<file path="src/include/omc_pkg.sv">
// package for the operating mode controller: mode codes, commands and timing
// assumes a 100 MHz system clock; the host command decoder lives elsewhere
package omc_pkg;

  // ********************************
  // modes and commands
  // ********************************
  typedef enum logic [2:0] {
    OMC_ST_BOOT    = 3'h0,
    OMC_ST_ACTIVE  = 3'h1,
    OMC_ST_BYPASS  = 3'h2,
    OMC_ST_LINEOUT = 3'h3,
    OMC_ST_SLEEP   = 3'h4,
    OMC_ST_STANDBY = 3'h5
  } omc_mode_t;

  // mode-change command codes as presented on i_cmd_mode
  localparam logic [2:0] OMC_CMD_ACTIVE  = 3'h1;
  localparam logic [2:0] OMC_CMD_BYPASS  = 3'h2;
  localparam logic [2:0] OMC_CMD_LINEOUT = 3'h3;
  localparam logic [2:0] OMC_CMD_SLEEP   = 3'h4;

  // clock source select codes
  localparam logic [1:0] OMC_CLK_EXT  = 2'h0;
  localparam logic [1:0] OMC_CLK_INT  = 2'h1;
  localparam logic [1:0] OMC_CLK_LOW  = 2'h2;

  // ********************************
  // timing
  // ********************************
  localparam int unsigned OMC_CLK_HZ          = 100000000;
  localparam int unsigned OMC_PIN_LOW_MS      = 20;
  localparam int unsigned OMC_PIN_LOW_CYCLES  = OMC_CLK_HZ / 1000 * OMC_PIN_LOW_MS;
  localparam int unsigned OMC_STANDBY_US      = 1000;
  localparam int unsigned OMC_STANDBY_CYCLES  = OMC_CLK_HZ / 1000000 * OMC_STANDBY_US;

endpackage : omc_pkg

</file>
<file path="src/core/omc_low_detect.sv">
// low-level qualifier for the sleep toggle pin
// assumes the pin is already synchronous to i_clk_sys
module omc_low_detect #(
  parameter int unsigned LOW_CYCLES = 2000000,
  parameter int unsigned CNT_W      = 22
) (
  // clock and reset
  input  wire logic i_clk_sys,
  input  wire logic i_srst,
  // pin
  input  wire logic i_pin,
  // result
  output logic      o_fire
);

  logic [CNT_W-1:0] low_cnt;
  logic             fired;
  logic             at_end;

  // pulse once per low period, when it has lasted the full time
  assign at_end = (low_cnt == CNT_W'(LOW_CYCLES - 1));

  always_ff @(posedge i_clk_sys) begin
    if (i_srst || i_pin) begin
      low_cnt <= '0;
      fired   <= 1'b0;
      o_fire  <= 1'b0;
    end else begin
      o_fire <= at_end && !fired;
      if (at_end) begin
        fired <= 1'b1;
      end else begin
        low_cnt <= low_cnt + CNT_W'(1);
      end
    end
  end

endmodule : omc_low_detect

</file>
<file path="src/core/omc_mode_ctrl.sv">
// operating mode controller: mode state machine, audio routing and clock/analog enables
// assumes host commands arrive decoded as one-cycle strobes; scl and pins are synchronous
module omc_mode_ctrl
  import omc_pkg::*;
#(
  parameter int unsigned PIN_LOW_CYCLES = OMC_PIN_LOW_CYCLES,
  parameter int unsigned STANDBY_CYCLES = OMC_STANDBY_CYCLES,
  parameter int unsigned STAT_W         = 16
) (
  // clock and reset
  input  wire logic              i_clk_sys,
  input  wire logic              i_srst,
  // host command strobe and selected mode
  input  wire logic              i_cmd_valid,
  input  wire logic [2:0]        i_cmd_mode,
  input  wire logic              i_stat_clear,
  // pins and monitors
  input  wire logic              i_scl,
  input  wire logic              i_sleep_toggle_n,
  input  wire logic              i_ext_clk_ok,
  // audio samples in
  input  wire logic              i_mic_valid,
  input  wire logic [STAT_W-1:0] i_mic0,
  input  wire logic [STAT_W-1:0] i_mic1,
  input  wire logic [STAT_W-1:0] i_nr_out,
  // status
  output logic [2:0]             o_mode,
  // audio outputs
  output logic                   o_out_valid,
  output logic [STAT_W-1:0]      o_out_ch0,
  output logic [STAT_W-1:0]      o_out_ch1,
  // block enables
  output logic                   o_nr_enable,
  output logic                   o_analog_enable,
  output logic                   o_line_output_ch0,
  output logic                   o_line_output_ch1,
  output logic [1:0]             o_clk_sel,
  // statistics
  output logic [STAT_W-1:0]      o_peak_ch0,
  output logic [STAT_W-1:0]      o_peak_ch1
);

  // ********************************
  // state
  // ********************************
  // counters are sized from their end counts so compares never cut bits
  localparam int unsigned PIN_CNT_W = $clog2(PIN_LOW_CYCLES + 1);
  localparam int unsigned SB_CNT_W  = $clog2(STANDBY_CYCLES + 1);
  localparam int unsigned STAT_CH   = 2;

  omc_mode_t             mode;
  omc_mode_t             next_mode;
  logic                  sleep_by_pin;
  logic                  next_sleep_by_pin;
  logic                  scl_q;
  logic [SB_CNT_W-1:0]   sb_cnt;
  logic [SB_CNT_W-1:0]   next_sb_cnt;
  logic                  pin_fire;

  // ********************************
  // decode nets
  // ********************************
  logic                  cmd_active;
  logic                  cmd_bypass;
  logic                  cmd_lineout;
  logic                  cmd_sleep;
  logic                  scl_act;
  logic                  sb_timeout;
  logic                  clk_lost;
  logic                  in_boot;
  logic                  in_active;
  logic                  in_bypass;
  logic                  in_lineout;
  logic                  in_sleep;
  logic                  in_standby;

  // ********************************
  // pin qualifier
  // ********************************
  // a low shorter than the full time never reaches the state machine
  omc_low_detect #(
    .LOW_CYCLES (PIN_LOW_CYCLES),
    .CNT_W      (PIN_CNT_W)
  ) u_pin_low (
    .i_clk_sys  (i_clk_sys),
    .i_srst     (i_srst),
    .i_pin      (i_sleep_toggle_n),
    .o_fire     (pin_fire)
  );

  // ********************************
  // decode
  // ********************************
  assign cmd_active  = i_cmd_valid && (i_cmd_mode == OMC_CMD_ACTIVE);
  assign cmd_bypass  = i_cmd_valid && (i_cmd_mode == OMC_CMD_BYPASS);
  assign cmd_lineout = i_cmd_valid && (i_cmd_mode == OMC_CMD_LINEOUT);
  assign cmd_sleep   = i_cmd_valid && (i_cmd_mode == OMC_CMD_SLEEP);
  // scl edge seen from a registered copy; the pin is taken as already synchronous
  assign scl_act     = (i_scl != scl_q);
  assign sb_timeout  = (sb_cnt == SB_CNT_W'(STANDBY_CYCLES - 1));
  // the external clock matters only where the mode runs from it
  assign clk_lost    = !i_ext_clk_ok;

  // one flag per state, read by the output selects
  assign in_boot     = (mode == OMC_ST_BOOT);
  assign in_active   = (mode == OMC_ST_ACTIVE);
  assign in_bypass   = (mode == OMC_ST_BYPASS);
  assign in_lineout  = (mode == OMC_ST_LINEOUT);
  assign in_sleep    = (mode == OMC_ST_SLEEP);
  assign in_standby  = (mode == OMC_ST_STANDBY);

  // standby counter restarts on every entry, so each wake gets the full wait
  assign next_sb_cnt = in_standby ? (sb_cnt + SB_CNT_W'(1)) : '0;

  always_comb begin
    next_mode         = mode;
    next_sleep_by_pin = sleep_by_pin;
    case (mode)
      OMC_ST_BOOT: begin
        next_mode = OMC_ST_ACTIVE;
      end
      OMC_ST_ACTIVE: begin
        // clock loss first: without the clock nothing below can be trusted
        if (clk_lost) begin
          next_mode         = OMC_ST_SLEEP;
          next_sleep_by_pin = 1'b0;
        end else if (pin_fire) begin
          next_mode         = OMC_ST_SLEEP;
          next_sleep_by_pin = 1'b1;
        end else if (cmd_sleep) begin
          next_mode         = OMC_ST_SLEEP;
          next_sleep_by_pin = 1'b0;
        end else if (cmd_active) begin
          next_mode = OMC_ST_ACTIVE;
        end else if (cmd_bypass) begin
          next_mode = OMC_ST_BYPASS;
        end else if (cmd_lineout) begin
          next_mode = OMC_ST_LINEOUT;
        end
      end
      OMC_ST_BYPASS: begin
        // same exits as active; a repeated bypass command simply holds the mode
        if (clk_lost) begin
          next_mode         = OMC_ST_SLEEP;
          next_sleep_by_pin = 1'b0;
        end else if (pin_fire) begin
          next_mode         = OMC_ST_SLEEP;
          next_sleep_by_pin = 1'b1;
        end else if (cmd_sleep) begin
          next_mode         = OMC_ST_SLEEP;
          next_sleep_by_pin = 1'b0;
        end else if (cmd_active) begin
          next_mode = OMC_ST_ACTIVE;
        end else if (cmd_lineout) begin
          next_mode = OMC_ST_LINEOUT;
        end
      end
      OMC_ST_LINEOUT: begin
        // internal clock here, so a stopped external clock is no cause to sleep
        if (pin_fire) begin
          next_mode         = OMC_ST_SLEEP;
          next_sleep_by_pin = 1'b1;
        end else if (cmd_sleep) begin
          next_mode         = OMC_ST_SLEEP;
          next_sleep_by_pin = 1'b0;
        end else if (cmd_active) begin
          next_mode = OMC_ST_ACTIVE;
        end else if (cmd_bypass) begin
          next_mode = OMC_ST_BYPASS;
        end
      end
      OMC_ST_SLEEP: begin
        // wake methods are not mixed: only the one that put us to sleep wakes us
        if (sleep_by_pin) begin
          if (pin_fire) begin
            next_mode = OMC_ST_ACTIVE;
          end
        end else if (scl_act) begin
          next_mode = OMC_ST_STANDBY;
        end
      end
      OMC_ST_STANDBY: begin
        // a command beats a timeout that lands in the same cycle
        if (cmd_active) begin
          next_mode = OMC_ST_ACTIVE;
        end else if (cmd_bypass) begin
          next_mode = OMC_ST_BYPASS;
        end else if (cmd_lineout) begin
          next_mode = OMC_ST_LINEOUT;
        end else if (sb_timeout) begin
          next_mode         = OMC_ST_SLEEP;
          next_sleep_by_pin = 1'b0;
        end
      end
      default: begin
        next_mode = OMC_ST_BOOT;
      end
    endcase
  end

  // ********************************
  // registers
  // ********************************
  // mode and the way sleep was entered
  always_ff @(posedge i_clk_sys) begin
    if (i_srst) begin
      mode         <= OMC_ST_BOOT;
      sleep_by_pin <= 1'b0;
    end else begin
      mode         <= next_mode;
      sleep_by_pin <= next_sleep_by_pin;
    end
  end

  // scl idles high, so the copy starts high and reset gives no false wake
  always_ff @(posedge i_clk_sys) begin
    if (i_srst) begin
      scl_q <= 1'b1;
    end else begin
      scl_q <= i_scl;
    end
  end

  always_ff @(posedge i_clk_sys) begin
    if (i_srst) begin
      sb_cnt <= '0;
    end else begin
      sb_cnt <= next_sb_cnt;
    end
  end

  // ********************************
  // outputs
  // ********************************
  logic              route;
  logic              analog;
  logic [1:0]        clk_src;
  logic [STAT_W-1:0] chan_sel [STAT_CH];
  logic [STAT_W-1:0] chan_raw [STAT_CH];

  // processed audio leads on ch0 in active; ch1 always carries the raw second mic
  assign chan_sel[0] = in_active ? i_nr_out : i_mic0;
  assign chan_sel[1] = i_mic1;
  assign chan_raw[0] = i_mic0;
  assign chan_raw[1] = i_mic1;
  assign route       = in_active || in_bypass;
  // line-out keeps analog up for the preamps but leaves the external clock free
  assign clk_src     = in_lineout ? OMC_CLK_INT : (in_sleep ? OMC_CLK_LOW : OMC_CLK_EXT);
  assign analog      = !(in_sleep || in_standby || in_boot);

  // status follows the next state, so the host sees a change on the taking edge
  always_ff @(posedge i_clk_sys) begin
    if (i_srst) begin
      o_mode <= OMC_ST_BOOT;
    end else begin
      o_mode <= next_mode;
    end
  end

  always_ff @(posedge i_clk_sys) begin
    if (i_srst) begin
      o_out_valid     <= 1'b0;
      o_nr_enable     <= 1'b0;
      o_analog_enable <= 1'b0;
      o_clk_sel       <= OMC_CLK_EXT;
    end else begin
      o_out_valid     <= route && i_mic_valid;
      o_nr_enable     <= in_active;
      o_analog_enable <= analog;
      o_clk_sel       <= clk_src;
    end
  end

  // ********************************
  // statistics
  // ********************************
  logic stat_en;

  assign stat_en = in_bypass && i_mic_valid;

  // ********************************
  // per channel outputs
  // ********************************
  for (genvar ch = 0; ch < STAT_CH; ch++) begin : g_chan
    logic [STAT_W-1:0] audio;
    logic              line_on;
    logic [STAT_W-1:0] peak;
    logic              take;
    logic              drop;

    // an arriving sample beats a clear in the same cycle
    assign take = stat_en && (i_stat_clear || (chan_raw[ch] > peak));
    assign drop = i_stat_clear && !stat_en;

    always_ff @(posedge i_clk_sys) begin
      if (i_srst) begin
        audio   <= '0;
        line_on <= 1'b0;
      end else begin
        audio   <= route ? chan_sel[ch] : '0;
        line_on <= in_lineout;
      end
    end

    // simple peak hold; the host clears it before a calibration run
    always_ff @(posedge i_clk_sys) begin
      if (i_srst || drop) begin
        peak <= '0;
      end else if (take) begin
        peak <= chan_raw[ch];
      end
    end
  end

  assign o_out_ch0         = g_chan[0].audio;
  assign o_out_ch1         = g_chan[1].audio;
  assign o_line_output_ch0 = g_chan[0].line_on;
  assign o_line_output_ch1 = g_chan[1].line_on;
  assign o_peak_ch0        = g_chan[0].peak;
  assign o_peak_ch1        = g_chan[1].peak;

endmodule : omc_mode_ctrl

</file>
<file path="config.mk">
export PLATFORM = sky130hd
export DESIGN_NAME = omc_mode_ctrl
export DESIGN_NICKNAME = d
export VERILOG_FILES = /design/src/include/omc_pkg.sv /design/src/core/omc_low_detect.sv /design/src/core/omc_mode_ctrl.sv
export SDC_FILE = /design/constraint.sdc
export NUM_CORES = 1
export LEC_CHECK = 0
export BUFFER_PORTS_ARGS = -buffer_cell sky130_fd_sc_hd__buf_2
export CELL_PAD_IN_SITES_DETAIL_PLACEMENT = 1
export CELL_PAD_IN_SITES_GLOBAL_PLACEMENT = 1
export CORE_AREA = 2 2 153 155
export CTS_CLUSTER_SIZE = 12
export DETAILED_ROUTE_END_ITERATION = 10
export DIE_AREA = 0 0 155 157
export GPL_ROUTABILITY_DRIVEN = 1
export PLACE_DENSITY_LB_ADDON = 0.1
export SLEW_MARGIN = 40
export SYNTH_ARGS = -nofsm -noshare
export SYNTH_HDL_FRONTEND = slang
export SYNTH_SLANG_ARGS = --single-unit
</file>
<file path="constraint.sdc">
create_clock -name i_clk_sys -period 4.7 [get_ports i_clk_sys]
set_input_delay 0.94 -clock i_clk_sys [delete_from_list [all_inputs] [get_ports i_clk_sys]]
set_output_delay 0.94 -clock i_clk_sys [all_outputs]
set_load 0.02 [all_outputs]
</file>
======== After elaboration in Yosys (flattened, before gate mapping) ========
Index checks and enable logic that the tools add are counted.
W data, S select, Z words.
cells by class
  add/subtract/negate cells ............... 2
  multipliers ............................. 0
  divide/modulo/power cells ............... 0
  $lt $le $gt $ge ......................... 2
  eq/ne operators ......................... 20
  shift-type cells ........................ 0
  multiplexer cells ....................... 33
  bitwise logic cells ..................... 2
  reductions and logical operators ........ 28
operators with widths
  operator                 number
  $mux W3                  21
  $gt A16 B16 Y1           2
  $add A21 B1 Y21 const B  1
  $eq A21 B21 Y1 const B   1
  $pmux W3 S6              1
  $add A17 B1 Y17 const B  1
  $eq A17 B17 Y1 const B   1
  $mux W16                 1
  $eq A3 B2 Y1 const B     4
  $logic_and A1 B1 Y1      10
  $eq A3 B3 Y1 const B     3
  $mux W1                  8
  $ne A2 B2 Y1 const B     4
  $reduce_or A2 Y1         4
  $logic_or A1 B1 Y1       7
  $eq A3 B1 Y1 const B     2
  $ne A5 B4 Y1 const B     1
  $ne A5 B5 Y1 const B     1
  $reduce_and A5 Y1        1
  $reduce_and A4 Y1        1
  $logic_not A1 Y1         3
  $logic_not A3 Y1         1
  $ne A3 B2 Y1 const B     1
  $ne A3 B3 Y1 const B     1
  5 further kinds          6
storage, ports and cells
  bits in registers ....................... 115
  bits in latches ......................... 0
  RAM bits ................................ 0
  memory bits (read-only) ................. 0
  bits of input ports ..................... 59
  output and inout port bits .............. 74
  logic and storage cells ................. 104
  memories kept ........................... 0

======== Logic depth before layout (Yosys ltp) ========
Gate-level depths: netlist of run 1.
  word-level depth ........................ 9
  mapped depth ............................ 9
  gate-level depth less buffers ........... 7

======== Cells and area by module ========
Synthesis of run 1 repeated with hierarchy kept, for this count alone.
unflattened totals
  cell total of the unflattened synthesis .. 601
  area, all modules ....................... 5310.1 µm²
by module, submodules not included
  module          times used  cells an instance  area each (µm²)  sequential area each (µm²)
  omc_mode_ctrl   1           474                4199.0           1821.7
  omc_low_detect  1           127                1111.1           460.4

======== Worst setup path before layout of run 1 ========
Ideal clock, no wire load.
  path type ............................... input -> register
  start ................................... input port i_mic0[15]
  end ..................................... register g_chan[0].peak[10], in the netlist o_peak_ch0[10]
  library setup time ...................... 0.126 ns
  arrival time ............................ 2.600 ns
  data required time ...................... 4.574 ns
  slack ................................... 1.973 ns
  stages on the path ...................... 8
  buffers on the path ..................... 2
  cell sequence ........................... ha_1 -> nand4_1 -> o21ai_0 -> a2111oi_0 -> and3_1 -> buf_2 -> buf_6 -> o32ai_2
between the ends
  cells in the longest elaborated chain, start to end .. 3
ends and longest elaborated chain
  item                  RTL line              text
  start, declared       omc_mode_ctrl.sv:23   input wire logic [STAT_W-1:0] i_mic0,
  $gt A16 B16 Y1        omc_mode_ctrl.sv:292  assign take = stat_en && (i_stat_clear || (chan_raw[ch] > peak));
  $logic_or A1 B1 Y1    omc_mode_ctrl.sv:292
  $logic_and A1 B1 Y1   omc_mode_ctrl.sv:292
  end signal, assigned  omc_mode_ctrl.sv:310  peak <= chan_raw[ch];
  end, declared         omc_mode_ctrl.sv:287  logic [STAT_W-1:0] peak;
Every way passes these cells.
A chain may end at the register's enable or synchronous reset.

======== Final worst setup path of run 1 ========
  start ................................... input port i_mic0[15]
  end ..................................... register g_chan[0].peak[3], in the netlist o_peak_ch0[3]
The elaborated chain is that of the path after synthesis.

==> impl_metrics.ini, run 1 <==
[logic_synthesis]
ys.flop_type = dfxtp_1
synthXorXnorAreaFrac_pct = 4.216
synth_top_family_by_area = simple AND/OR/NAND/NOR gates
yosysWarnings = 0
syn_nets = 745
ys_ff_latch = 114
syn_area_per_cell_um2 = 8.603
synth.distinct_cells = 59
synth-async-reset-ratio_pct = 0
synth_edf_count = 0
syn_area_um2 = 5609
muxShareOfSynthArea_pct = 2.855
synth_fa_ha_area_share_pct = 7.584
yosysSeqAreaShare_pct = 40.69
yosys.area_share.simple_pct = 23.22
synthCells = 652
synth_compound_area_share_pct = 14.48

[drt]
viasPerCell = 4.678
drtIter0Drc = 185
routed_wl_um = 17190
vias = 5020
antenna_left = 0
drc_errors = 0
wl_per_cell_um = 16.02
dr.pass1.iters = 4

[power_and_ir_drop]
power_frac_seq_pct = 37.0
power_density_nw_per_um2 = 388.0
switching_power_uw = 699.6
p_comb_share_pct = 11.3
ir_drop_v = 0.0002100
internal-power_mw = 2.077
p_sw_share_pct = 25.20
pwr-share-clk_pct = 51.6
cellLeakagePower_nw = 2.927

[cts]
cts_made_buffers = 17
cts_resized = 0
cts_setup_buffers = 0
h-tree-depth = 4
cts.reportedPaths.clkPinSlew_ps = 50
clockBufferDepth = 2
cts_hold_buffers = 0
clk_latency_ps = 420
cts.root.buffer_cell = clkbuf_16
clock-sinks = 114
cts_tree = done

[worst_setup_path]
critical_path_required_ps = 4960
cp_max_fo = 16
worstSetupEndpointType = register
r2r-start = o_mode[1]
cp-start-kind = primary input
r2r_slack_ps = 1960
cp.arrival_ps = 3140
crit_type = in -> reg
reg2reg_to = o_peak_ch0[3]
rr_worst_depth = 5

[floorplan]
num_rows = 55
initial_utilization_pct = 24.93
die_x_um = 155
core-area_um2 = 22500
io_pins = 133
die_y_um = 157
dieArea_um2 = 24340

[timing]
fin_crit_sh_pct = 61.33
worstMarginPinSlew_ps = 736.9
rsz0062_at_grt = false
setup_viol = 0
final_hold_viol_count = 0
period_needed_ps = 2883
final.setup.tns_ps = 0
slew_viol_final = 0
clock_skew_ps = 7.343
slew_headroom_pct = 50.50
fmax_ghz = 0.3469
fin_ws_ps = 1817

[worst_hold_path]
hold_path_class = reg -> reg
holdPathStages = 1
whs_endpoint = u_pin_low.o_fire
hp-start = u_pin_low.fired

[global_route]
track_usage_pct = 14.67
grt_max_degree = 50
grt_pass1_vias = 5294
grt_overflow_total = 0
grt_pass1_wl_um = 27790
antenna_found_initial = 0

[place]
routabilityCongestion = 0.7325
port_buffers = 132
dpl.cell_count = 1041
post-place-ws_ps = 1068
dp_hpwl_um = 12700

[finish]
syn_to_final_growth_pct = 27.57
n_antenna_cell = 0
drive_gt1_share_pct = 25.89
layout_common_cells = buf_2, dfxtp_1, nand2_1
fillers = 2655
fin_cells = 1073
mostFrequentLayoutCell = buf_2
nNetsFinal = 868

[job]
cap_violations = 0

[outcome]
outcome = finished clean
state kept, by name, indices dropped and copies added (netlist names):
name	flops
o_out_ch0	16
u_pin_low.o_fire	1
u_pin_low.low_cnt	21
o_analog_enable	1
o_mode	3
sleep_by_pin	1
scl_q	1
o_clk_sel	2
o_out_ch1	16
o_peak_ch1	16
o_nr_enable	1
u_pin_low.fired	1
o_peak_ch0	16
sb_cnt	17
o_out_valid	1
worst max path at each step:
stage / startpoint / end / slack, ps / depth (start not counted)
floorplan: i_mic0[15] / o_peak_ch0[10] / 1970 / 8
global placement: i_mic0[15] / o_peak_ch0[3] / 1290 / 7
detailed placement: i_mic0[15] / o_peak_ch0[1] / 1070 / 7
CTS: i_mic0[15] / o_peak_ch0[3] / 1530 / 7
global route: o_mode[1] / o_peak_ch0[2] / 1610 / 5
finish: i_mic0[15] / o_peak_ch0[3] / 1820 / 7
critical path, cell delays in order:
cell and delay (ps):
buf_2 120, ha_1 340, nand4_1 160, o21ai_0 110
a2111oi_1 700, and3_2 610, o32ai_1 160
per-layer routing:
layer,vias up,routed length [µm],track usage [%]
met3,21,726,3.882
met5,-,0,0
li1,2481,-,-
met4,0,211,4.586
met2,104,7943,23.81
met1,2414,8310,19.04
cells by family after synthesis:
kind of cell | after synthesis
buf+inv | 88
flops | 114
simple gates | 263
compound gates | 110
xor+xnor | 27
mux | 16
fa+ha+maj | 34
power by group through the flow:
stage	combinational (mW)	clock (mW)	sequential, mW
finish	0.315	1.43	1.03
global route	0.350	1.53	1.03
CTS	0.321	1.48	1.03
detailed placement	0.320	0	1.05
global placement	0.311	0	1.05
floorplan	0.149	0	1.08
metrics by stage:
step | area [µm²] | total power [mW] | utilization [%] | hold slack [ps]
after CTS | 7153 | 2.833 | 31.79 | 435.7
after global routing | 7156 | 2.910 | 31.80 | 481.2
final | 7156 | 2.777 | 31.80 | 432.1
after floorplan | 5609 | 1.227 | - | 402.2
after detailed placement | 6509 | 1.370 | 28.92 | 425.3
after global placement | 6489 | 1.361 | 28.84 | 416.3
Yosys cell counts (2+ instances only):
| cell | number | area (µm²) |
|---|---|---|
| dfxtp_1 | 114 | 2282 |
| nand2_1 | 109 | 409.1 |
| inv_1 | 55 | 206.5 |
| a21oi_1 | 43 | 215.2 |
| nor2_1 | 43 | 161.4 |
| ha_1 | 34 | 425.4 |
| clkbuf_1 | 21 | 78.83 |
| and2_1 | 20 | 125.1 |
| xor2_1 | 20 | 175.2 |
| nand4_1 | 17 | 106.4 |
| mux2i_1 | 16 | 160.2 |
| nand3_1 | 16 | 80.08 |
| o21ai_0 | 12 | 60.06 |
| o32ai_2 | 10 | 162.7 |
| nor3_1 | 9 | 45.04 |
| o32ai_1 | 7 | 61.31 |
| xnor2_1 | 7 | 61.31 |
| o211ai_1 | 6 | 45.04 |
| a21oi_2 | 5 | 43.79 |
| and3_1 | 5 | 31.28 |
| nand3b_1 | 5 | 37.54 |
| nor2b_1 | 5 | 31.28 |
| a21boi_0 | 4 | 30.03 |
| buf_2 | 4 | 20.02 |
| buf_4 | 4 | 30.03 |
| nand4b_1 | 4 | 35.03 |
| or2_2 | 4 | 25.02 |
| or3_2 | 4 | 30.03 |
| a31oi_1 | 3 | 18.77 |
| nor4_1 | 3 | 18.77 |
| or3_1 | 3 | 18.77 |
| or4_1 | 3 | 22.52 |
| a211oi_1 | 2 | 15.01 |
| a21o_1 | 2 | 15.01 |
| a31o_2 | 2 | 17.52 |
| and4_1 | 2 | 17.52 |
| buf_6 | 2 | 22.52 |
| nand2b_1 | 2 | 12.51 |
| nor3b_1 | 2 | 15.01 |
| nor4b_1 | 2 | 17.52 |
| o21ai_1 | 2 | 10.01 |
| o21ai_2 | 2 | 17.52 |
area by class of cell:
type | instances | area, µm² | share of cell area (%)
Clock buffer | 22 | 464.2 | 6.487
Clock inverter | 10 | 180.2 | 2.518
Inverter | 55 | 206.4 | 2.885
Multi-Input combinational cell | 450 | 2968 | 41.48
Sequential cell | 114 | 2282 | 31.89
Tap cell | 285 | 356.6 | 4.983
Timing Repair Buffer | 137 | 698.2 | 9.757
(Power assumes the default switching activity.)
==> inputs of run 2 (changes only) <==
==> constraint.sdc (replaced) <==
create_clock -name i_clk_sys -period 3 [get_ports i_clk_sys]
set_input_delay 0.6 -clock i_clk_sys [delete_from_list [all_inputs] [get_ports i_clk_sys]]
set_output_delay 0.6 -clock i_clk_sys [all_outputs]
set_load 0.02 [all_outputs]
==> impl_metrics.ini, run 2 (synthesized netlist as in run 1, its figures left out) <==
[finish]
layout_common_cells = buf_2, dfxtp_1, nand2_1
reg_top3 = u_pin_low.low_cnt: 21 flops, sb_cnt: 17 flops
mostFrequentLayoutCell = buf_2
n_antenna_cell = 0
nNetsFinal = 874
largest_reg_flops = 21
fin_cells = 1079
syn_to_final_growth_pct = 28.64
drive_gt1_share_pct = 26.70
regMostFlops = u_pin_low.low_cnt
fillers = 2662

[drt]
drc_errors = 0
wl_per_cell_um = 15.73
antenna_left = 0
dr.pass1.iters = 4
drtIter0Drc = 159
routed_wl_um = 16970
vias = 5007
viasPerCell = 4.640

[cts]
cts.root.buffer_cell = clkbuf_16
h-tree-depth = 4
cts_made_buffers = 17
cts_resized = 0
cts_setup_buffers = 0
clock-sinks = 114
clockBufferDepth = 2
cts.reportedPaths.clkPinSlew_ps = 60
cts_hold_buffers = 0
cts_tree = done
clk_latency_ps = 420

[place]
routabilityCongestion = 0.7433
dp_hpwl_um = 12720
dpl.cell_count = 1047
port_buffers = 132

[power_and_ir_drop]
total_power_mw = 4.375
power_density_nw_per_um2 = 606.3
cellLeakagePower_nw = 2.970
ir_drop_v = 0.0002603

[global_route]
antenna_found_initial = 0
grt_pass1_vias = 5292
grt_overflow_total = 0
grt_max_degree = 37
grt_pass1_wl_um = 27420
track_usage_pct = 14.30

[floorplan]
io_pins = 133
dieArea_um2 = 24340
die_y_um = 157
die_x_um = 155
num_rows = 55
core-area_um2 = 22500
initial_utilization_pct = 24.93

[timing]
slew_viol_final = 0
worstMarginPinSlew_ps = 670.1
fin_crit_sh_pct = 82.27
setup_viol = 0
slew_headroom_pct = 55.33
fmax_ghz = 0.4052
clock_skew_ps = 12.81
final_hold_viol_count = 0
final.setup.tns_ps = 0
period_needed_ps = 2468
whs_ps = 400.4
rsz0062_at_grt = false

[worst_setup_path]
cp.arrival_ps = 2780
worstSetupEndpointType = register
crit_type = reg -> reg
cp-start-kind = register
critical_path_required_ps = 3310
r2r_slack_ps = 530
cp_max_fo = 16

[outcome]
outcome = finished clean

[job]
cap_violations = 0

[worst_hold_path]
hold_path_class = in -> reg
run 2: worst max-delay path: stages, from the launching register on:
cell and delay [ps]:
dfxtp_1 370, inv_1 60, ha_1 320, nand4_1 180, nor4_1 500, a21bo_2 300, and3_2 340, o32ai_1 310
run 2: layout make-up:
class / instances / area, µm² / area share, %
timing repair buffer: 143 / 755.7 / 10.47
tap: 285 / 356.6 / 4.942
clock buffer: 19 / 452.9 / 6.277
inverter: 55 / 206.4 / 2.861
sequential: 114 / 2282 / 31.63
clock inverter: 13 / 206.4 / 2.861
multi-input combinational: 450 / 2955 / 40.96
run 2: power breakdown:
group	internal [mW]	switching [mW]
clock network	1.52	0.755
registers	1.57	0.0389
logic	0.176	0.318
run 2: path summary, 6_finish.rpt:
| check | startpoint | cells past startpoint | endpoint |
|---|---|---|---|
| worst max-delay path | o_peak_ch0[15] | 7 | o_peak_ch0[15] |
| worst max register to register | o_peak_ch0[15] | 7 | o_peak_ch0[15] |
| worst min register to register | u_pin_low.fired | 1 | u_pin_low.o_fire |
| worst min-delay path | i_scl | 2 | scl_q |
run 2: through the flow:
step / utilization, % / setup slack (ps) / instance area, µm²
after floorplan: - / 613.4 / 5609
after global placement: 29.12 / -41.67 / 6554
after CTS: 32.05 / 265.6 / 7213
after detailed placement: 29.12 / -49.18 / 6554
after global routing: 32.07 / 285.4 / 7216
final: 32.07 / 531.9 / 7216
run 2: metal layers:
| metal | global-route usage [%] | wire [µm] |
|---|---|---|
| met1 | 18.83 | 8291 |
| met2 | 23.49 | 7872 |
| met3 | 3.497 | 655 |
| met4 | 3.660 | 152 |
| met5 | 0 | 0 |
